**src/rtl/ssp_pkg.sv**
```systemverilog
package ssp_pkg;

  // Register byte addresses
  localparam logic [7:0] ADDR_CTRL = 8'h00;
  localparam logic [7:0] ADDR_BUF = 8'h04;
  localparam logic [7:0] ADDR_STAT = 8'h08;
  localparam logic [7:0] ADDR_ISR = 8'h0c;
  localparam logic [7:0] ADDR_IMR = 8'h10;

  // Control register fields
  localparam int CTRL_OV = 6;
  localparam int CTRL_EN = 5;
  localparam int CTRL_CKP = 4;
  localparam logic [7:0] CTRL_RST = 8'h00;

  // Status and interrupt fields
  localparam int STAT_BF = 0;
  localparam int STAT_BUSY = 1;
  localparam int IRQ_DONE = 0;
  localparam int IRQ_OV = 1;

  // Mode select codes
  localparam logic [3:0] MODE_M4 = 4'h0;
  localparam logic [3:0] MODE_M16 = 4'h1;
  localparam logic [3:0] MODE_M64 = 4'h2;
  localparam logic [3:0] MODE_SL_SS = 4'h4;
  localparam logic [3:0] MODE_SL = 4'h5;
  localparam logic [3:0] MODE_I2C7 = 4'h6;
  localparam logic [3:0] MODE_I2C10 = 4'h7;
  localparam logic [3:0] MODE_I2C_FW = 4'hb;
  localparam logic [3:0] MODE_I2C7_SP = 4'he;
  localparam logic [3:0] MODE_I2C10_SP = 4'hf;

  // Half serial-clock periods in aclk cycles for divide by 4, 16, 64
  localparam logic [5:0] HALF_4 = 6'h02;
  localparam logic [5:0] HALF_16 = 6'h08;
  localparam logic [5:0] HALF_64 = 6'h20;
  localparam logic [3:0] LAST_BIT = 4'h7;

  localparam logic [1:0] RESP_OKAY = 2'h0;
  localparam logic [1:0] RESP_SLVERR = 2'h2;

  // Pin group: 0 clock, 1 data out or SDA, 2 data in
  typedef struct packed {
    logic [2:0] o;
    logic [2:0] oe;
  } ssp_pins_t;

  typedef enum logic {PH_LEAD, PH_TRAIL} ssp_phase_t;

  function automatic logic ssp_is_master(input logic [3:0] m);
    return (m == MODE_M4) || (m == MODE_M16) || (m == MODE_M64);
  endfunction

  function automatic logic ssp_is_slave(input logic [3:0] m);
    return (m == MODE_SL_SS) || (m == MODE_SL);
  endfunction

  function automatic logic ssp_is_i2c(input logic [3:0] m);
    return (m == MODE_I2C7) || (m == MODE_I2C10) || (m == MODE_I2C_FW) ||
      (m == MODE_I2C7_SP) || (m == MODE_I2C10_SP);
  endfunction

endpackage

```
**src/rtl/ssp_baud.sv**
```systemverilog
`timescale 1ns/1ps
module ssp_baud import ssp_pkg::*; (
  // Clock and reset
  input wire logic aclk,
  input wire logic aresetn,
  // Control
  input wire logic run,
  input wire logic [1:0] sel,
  // Half-period strobe
  output logic tick
);

  typedef struct packed {
    logic [5:0] cnt;
    logic tick;
  } ssp_baud_st_t;

  ssp_baud_st_t s;
  ssp_baud_st_t next_s;
  logic [5:0] half;

  always_comb begin
    next_s = s;
    unique case (sel)
      MODE_M16[1:0]: half = HALF_16;
      MODE_M64[1:0]: half = HALF_64;
      default: half = HALF_4;
    endcase
    next_s.tick = 1'b0;
    if (!run) begin
      next_s.cnt = 6'h00;
    end else if (s.cnt == half - 6'h01) begin
      next_s.cnt = 6'h00;
      next_s.tick = 1'b1;
    end else begin
      next_s.cnt = s.cnt + 6'h01;
    end
  end

  always_ff @(posedge aclk) begin
    if (!aresetn) begin
      s <= '0;
    end else begin
      s <= next_s;
    end
  end

  assign tick = s.tick;
endmodule // ssp_baud

```
**src/rtl/ssp_top.sv**
```systemverilog
`timescale 1ns/1ps
module ssp_top import ssp_pkg::*; (
  // Clock and reset
  input wire logic aclk,
  input wire logic aresetn,
  // AXI4-Lite write
  input wire logic [7:0] awaddr,
  input wire logic awvalid,
  output logic awready,
  input wire logic [31:0] wdata,
  input wire logic [3:0] wstrb,
  input wire logic wvalid,
  output logic wready,
  output logic [1:0] bresp,
  output logic bvalid,
  input wire logic bready,
  // AXI4-Lite read
  input wire logic [7:0] araddr,
  input wire logic arvalid,
  output logic arready,
  output logic [31:0] rdata,
  output logic [1:0] rresp,
  output logic rvalid,
  input wire logic rready,
  // Pins
  input wire ssp_pins_t gpio,
  input wire logic [2:0] pin_in,
  input wire logic ss_n,
  output ssp_pins_t pins,
  // Interrupt
  output logic irq
);

  typedef struct packed {
    logic [7:0] ctrl;
    logic [7:0] txb;
    logic [7:0] rxb;
    logic bf;
    logic busy;
    logic [7:0] sh;
    logic [3:0] bitcnt;
    ssp_phase_t phase;
    logic sck_q;
    logic sck;
    logic serial_out_pin;
    logic [1:0] isr;
    logic [1:0] imr;
    logic irq;
    ssp_pins_t pins;
    logic aw_v;
    logic [7:0] awaddr;
    logic w_v;
    logic [31:0] wdata;
    logic wstrb0;
    logic awready;
    logic wready;
    logic bvalid;
    logic [1:0] bresp;
    logic arready;
    logic rvalid;
    logic [31:0] rdata;
    logic [1:0] rresp;
  } ssp_state_t;

  ssp_state_t s;
  ssp_state_t next_s;

  logic tick;
  logic en;
  logic clock_polarity_bit;
  logic [3:0] mode;
  logic master;
  logic slave;
  logic i2c;
  logic wr_go;
  logic rd_go;
  logic sck_edge;
  logic done_evt;
  logic ovf_evt;
  logic [7:0] rx_byte;

  function automatic logic addr_ok(input logic [7:0] a);
    return (a == ADDR_CTRL) || (a == ADDR_BUF) || (a == ADDR_STAT) ||
      (a == ADDR_ISR) || (a == ADDR_IMR);
  endfunction

  assign en = s.ctrl[CTRL_EN];
  assign clock_polarity_bit = s.ctrl[CTRL_CKP];
  assign mode = s.ctrl[3:0];
  assign master = ssp_is_master(mode);
  assign slave = ssp_is_slave(mode);
  assign i2c = ssp_is_i2c(mode);
  assign wr_go = s.aw_v && s.w_v && !s.bvalid;
  assign rd_go = arvalid && s.arready;

  ssp_baud u_baud (
    .aclk(aclk),
    .aresetn(aresetn),
    .run(en && master && s.busy),
    .sel(mode[1:0]),
    .tick(tick)
  );

  always_comb begin
    next_s = s;
    done_evt = 1'b0;
    ovf_evt = 1'b0;
    rx_byte = {s.sh[6:0], pin_in[2]};
    sck_edge = slave ? (pin_in[0] != s.sck_q) : tick;
    next_s.sck_q = pin_in[0];

    // Bus channel capture
    if (awvalid && s.awready) begin
      next_s.aw_v = 1'b1;
      next_s.awaddr = awaddr;
    end
    if (wvalid && s.wready) begin
      next_s.w_v = 1'b1;
      next_s.wdata = wdata;
      next_s.wstrb0 = wstrb[0];
    end
    if (s.bvalid && bready) begin
      next_s.bvalid = 1'b0;
    end
    if (s.rvalid && rready) begin
      next_s.rvalid = 1'b0;
    end

    // Register writes
    if (wr_go) begin
      next_s.aw_v = 1'b0;
      next_s.w_v = 1'b0;
      next_s.bvalid = 1'b1;
      next_s.bresp = addr_ok(s.awaddr) ? RESP_OKAY : RESP_SLVERR;
      if (s.wstrb0) begin
        unique case (s.awaddr)
          ADDR_CTRL: next_s.ctrl = s.wdata[7:0];
          ADDR_BUF: begin
            if (en && !s.busy) begin
              next_s.txb = s.wdata[7:0];
              next_s.sh = s.wdata[7:0];
              if (master) begin
                next_s.busy = 1'b1;
                next_s.bitcnt = 4'h0;
                next_s.phase = PH_LEAD;
              end
            end
          end
          ADDR_ISR: next_s.isr = s.isr & ~s.wdata[1:0];
          ADDR_IMR: next_s.imr = s.wdata[1:0];
          default: next_s.bresp = next_s.bresp;
        endcase
      end
    end

    // Register reads
    if (rd_go) begin
      next_s.rvalid = 1'b1;
      next_s.rresp = addr_ok(araddr) ? RESP_OKAY : RESP_SLVERR;
      next_s.rdata = 32'h0000_0000;
      unique case (araddr)
        ADDR_CTRL: next_s.rdata[7:0] = s.ctrl;
        ADDR_BUF: begin
          next_s.rdata[7:0] = s.rxb;
          next_s.bf = 1'b0;
        end
        ADDR_STAT: begin
          next_s.rdata[STAT_BF] = s.bf;
          next_s.rdata[STAT_BUSY] = s.busy;
        end
        ADDR_ISR: next_s.rdata[1:0] = s.isr;
        ADDR_IMR: next_s.rdata[1:0] = s.imr;
        default: next_s.rdata = 32'h0000_0000;
      endcase
    end

    // Shift engine
    if (!en) begin
      next_s.bf = 1'b0;
      next_s.busy = 1'b0;
      next_s.bitcnt = 4'h0;
      next_s.phase = PH_LEAD;
    end else if (slave && mode == MODE_SL_SS && ss_n) begin
      next_s.busy = 1'b0;
      next_s.bitcnt = 4'h0;
      next_s.phase = PH_LEAD;
    end else if ((slave || (master && s.busy)) && sck_edge) begin
      unique case (s.phase)
        PH_LEAD: begin
          next_s.serial_out_pin = s.sh[7];
          next_s.phase = PH_TRAIL;
          next_s.busy = 1'b1;
          next_s.sck = ~clock_polarity_bit;
        end
        PH_TRAIL: begin
          next_s.sh = rx_byte;
          next_s.bitcnt = s.bitcnt + 4'h1;
          next_s.phase = PH_LEAD;
          next_s.sck = clock_polarity_bit;
          if (s.bitcnt == LAST_BIT) begin
            done_evt = 1'b1;
            next_s.busy = 1'b0;
            next_s.bitcnt = 4'h0;
            next_s.sh = s.txb;
            if (s.bf && slave) begin
              ovf_evt = 1'b1;
            end else begin
              next_s.rxb = rx_byte;
              next_s.bf = 1'b1;
            end
          end
        end
      endcase
    end
    if (!next_s.busy) begin
      next_s.sck = clock_polarity_bit;
    end

    // Sticky events win over software clears
    if (ovf_evt) begin
      next_s.ctrl[CTRL_OV] = 1'b1;
    end
    next_s.isr[IRQ_OV] = next_s.isr[IRQ_OV] | ovf_evt;
    next_s.isr[IRQ_DONE] = next_s.isr[IRQ_DONE] | done_evt;
    next_s.irq = |(next_s.isr & next_s.imr);

    // Pin routing
    next_s.pins = gpio;
    if (en && master) begin
      next_s.pins.o = {1'b0, next_s.serial_out_pin, next_s.sck};
      next_s.pins.oe = 3'b011;
    end else if (en && slave) begin
      next_s.pins.o = {1'b0, next_s.serial_out_pin, 1'b0};
      next_s.pins.oe = {1'b0, !(mode == MODE_SL_SS && ss_n), 1'b0};
    end else if (en && i2c) begin
      next_s.pins.o = {gpio.o[2], 2'b00};
      next_s.pins.oe = {gpio.oe[2], 1'b0, !clock_polarity_bit};
    end

    // Ready only while the channel holding slot is free
    next_s.awready = !next_s.aw_v;
    next_s.wready = !next_s.w_v;
    next_s.arready = !next_s.rvalid;
  end

  always_ff @(posedge aclk) begin
    if (!aresetn) begin
      s <= '0;
    end else begin
      s <= next_s;
    end
  end

  assign awready = s.awready;
  assign wready = s.wready;
  assign bvalid = s.bvalid;
  assign bresp = s.bresp;
  assign arready = s.arready;
  assign rvalid = s.rvalid;
  assign rdata = s.rdata;
  assign rresp = s.rresp;
  assign pins = s.pins;
  assign irq = s.irq;
endmodule // ssp_top

```
**config.mk**
```make
export PLATFORM = sky130hd
export DESIGN_NAME = ssp_top
export DESIGN_NICKNAME = d
export VERILOG_FILES = /design/src/rtl/ssp_pkg.sv /design/src/rtl/ssp_baud.sv /design/src/rtl/ssp_top.sv
export SDC_FILE = /design/constraint.sdc
export NUM_CORES = 1
export LEC_CHECK = 0
export ABC_AREA = 1
export BUFFER_PORTS_ARGS = -buffer_cell sky130_fd_sc_hd__clkbuf_2
export CAP_MARGIN = 10
export CORE_ASPECT_RATIO = 0.7
export CORE_MARGIN = 2
export CORE_UTILIZATION = 40
export DETAILED_ROUTE_END_ITERATION = 10
export GPL_ROUTABILITY_DRIVEN = 0
export PLACE_DENSITY = 0.61
export SETUP_SLACK_MARGIN = 0.2
export SLEW_MARGIN = 5
export SYNTH_ARGS = -nofsm -noshare
export SYNTH_HDL_FRONTEND = slang
export SYNTH_SLANG_ARGS = --single-unit
```
**constraint.sdc**
```tcl
create_clock -name aclk -period 4.83 [get_ports aclk]
set_clock_uncertainty 0.15 [all_clocks]
set_input_delay 0.2415 -clock aclk [delete_from_list [all_inputs] [get_ports aclk]]
set_output_delay 0.2415 -clock aclk [all_outputs]
set_load 0.01 [all_outputs]
```
==> out/metrics.yaml <==
core_mm2: 0.0109
rsz0062_at_grt: "false"
initial_core_util_pct: 40.6
ir_drop_mv: 0.184
synth_enable_flop_cells: 0
drive_above_1_share_pct: 13.9
syn2layout_area_growth_pct: 13.6
drv_slew: 0
synth_top_cell_area_share_pct: 42.6
crit_chain: "inv_1 > ha_1 > nor2_1 > nand2_1 > nand2_1 > nor2_1 > nand3_1 > nand2_1 > nand3_1 > nand2_1 > nand2_1 > nand4_1 > nand2_1"
fmax_ghz: 0.430
routed_wl_um: 10100
arrival_ns: 2.41
end_kind: "flop"
cp_slowest_cell: "nor2_1"
pre_cts_slack_ns: 2.57
syn-cell-area_mm2: 0.00442
insertedDiodeCount: 0
num_rows: 32
start_kind: "flop"
synthTopCellsByArea: "dfxtp_1 (43%), nand2_1 (9.4%), nor2_1 (7.2%)"
drtIter0Drc: 296
fin_setup_tns_ns: 0
violations: "hold timing"
setup_slack_ns: 2.50
max_cap_viol_count: 0
synth_common_cells: "nand2_1 (111), dfxtp_1 (94), nor2_1 (85)"
synth.distinct_cells: 37
slew_headroom_pct: 37.0
overflow: 0
post-cts-setup-buffers: 0
finalCriticalPeriod_ns: 2.33
wire_per_inst_um: 12.3
dr_total_vias: 3863
min_path_cells: 3
drc: 0
required_ns: 4.91
die-area_mm2: 0.0119
avgSynthCellArea_um2: 7.21
grt_max_degree: 54
track_usage_pct: 17.6
clkSinkCount: 94
tightest_slew_ns: 0.945
timing.final.crit_share_pct: 48.2
grt_pass1_wl_um: 16700
p_per_area_mw_per_mm2: 324
synthArstFlopShare_pct: 0
place_hpwl_um: 7410
cp_max_fo: 5
drtAntennaViolNets: 0
reg2regPathDepth: 13
leakagePower_uw: 0.00222
holdWs_ns: -0.00331
status: "complete, but fails checks"
clk_path_buf_depth: 2
clock_latency_ns: 0.35
yosysMostFrequentCell: "nand2_1"
path_clk_slew_ns: 0.07
synth-seq-cells: 94
cts-root-buf: "clkbuf_16"
tritoncts: "done"
vias_per_cell: 4.71
setup_viol: 0
crit_path_frequent_cell: "nand2_1"
dieHeight_um: 91.9
totalPowerFinal_uw: 1630
h-tree-depth: 3
fin_nets: 739
cp_slowest_stage_delay_ns: 0.40
ys_warn_count: 0
yosys.area.top_type: "dfxtp_1"
grt_pass1_vias: 3576
synth_flop_cell: "dfxtp_1"
worstSetupPathType: "flop to flop"
numCtsBuffers: 9
syn_inst: 613
first_pass_iters: 4
io_pins: 117
die_w_um: 130
port_buffers: 62
antenna_found_initial: 0
hold_viol_final: 2
ys_seq_area_share_pct: 42.6
min_path_type: "input pin to flop"
## worst max-delay path: cells and delay by family, from the launching register on
family / cells / cell delay [ns]
adder cells (fa/ha/maj): 1 / 0.22
buffers and inverters: 1 / 0.16
flip-flops: 1 / 0.34
AND/OR/NAND/NOR: 11 / 1.34
## kinds of logic (layout without fill, tap and decap cells)
family          count (synthesis)  in the layout  synth area share (%)
fa+ha+maj                       7              7                  1.98
buf+inv                       128            158                  14.9
other cells                     1             26                0.0849
flops                          94             94                  42.6
simple gates                  252            252                  24.5
compound gates                126            126                  14.9
xor+xnor                        5              5                 0.991
## per-stage QoR
stage | utilization (%) | instances | instance area, um^2
after floorplan | - | 638 | 4510
after global placement | 42.6 | 797 | 4640
after detailed placement | 42.6 | 797 | 4640
after CTS | 46.1 | 821 | 5020
after global routing | 46.1 | 821 | 5020
final | 46.1 | 821 | 5020
## routing by layer
metal / vias up / GRT usage (%) / share of wire [%]
met5: - / 0 / 0
met4: 0 / 5.02 / 1.5
met3: 12 / 4.55 / 4.3
met2: 98 / 26.8 / 43
met1: 1739 / 24.7 / 51
li1: 2014 / - / -
## where the power goes
group | internal [uW] | switching (uW) | leakage (uW) | total (uW)
sequential | 795 | 13.2 | 0.000764 | 808
combinational | 40.5 | 70.9 | 0.00131 | 111
clock | 403 | 304 | 0.000146 | 707
total | 1240 | 389 | 0.00222 | 1630
## cells in the final DEF, fill, tap and decap left out, drive strengths merged
cell type	n
a211oi	1
a21oi	53
a31oi	10
and2	1
and3	1
buf	1
bufinv	1
clkbuf	71
clkinv	6
clkinvlp	1
conb	26
dfxtp	94
dlygate4sd3	8
ha	7
inv	70
nand2	114
nand3	25
nand3b	1
nand4	9
nor2	89
nor3	11
nor4	1
o2111ai	1
o211ai	2
o21ai	58
o22ai	1
xor2	5
## final timing paths
check / startpoint / to / slack (ns)
hold / removal: awaddr[7] / s[82] / -0.003
setup / recovery: mode[0] / pins[3] / 2.50
setup reg to reg: mode[0] / pins[3] / 2.50
hold reg to reg: s[136] / s[136] / 0.30
## registers in the layout, indices dropped and copies added (netlist names), 4 cells and up
| register | cells |
|---|---|
| mode | 4 |
| pins | 6 |
| s | 52 |
| u_baud.s | 6 |
| rdata | 8 |
| rx_byte | 7 |
## repair_timing
| item | CTS | global route |
|---|---|---|
| gates resized for setup | 0 | 0 |
| hold buffers | 8 | 0 |
| endpoints found under the hold margin | 8 | 0 |
## cell type report
class	instances	area [um^2]
multi-input cells	416	1970
repair buffers	71	398
flip-flops and latches	94	1880
inverters	71	274
clock inverters	7	73.8
fillers	1111	5870
well taps	153	191
clock buffers	9	225
No activity file was read; power rests on OpenSTA's default activity.
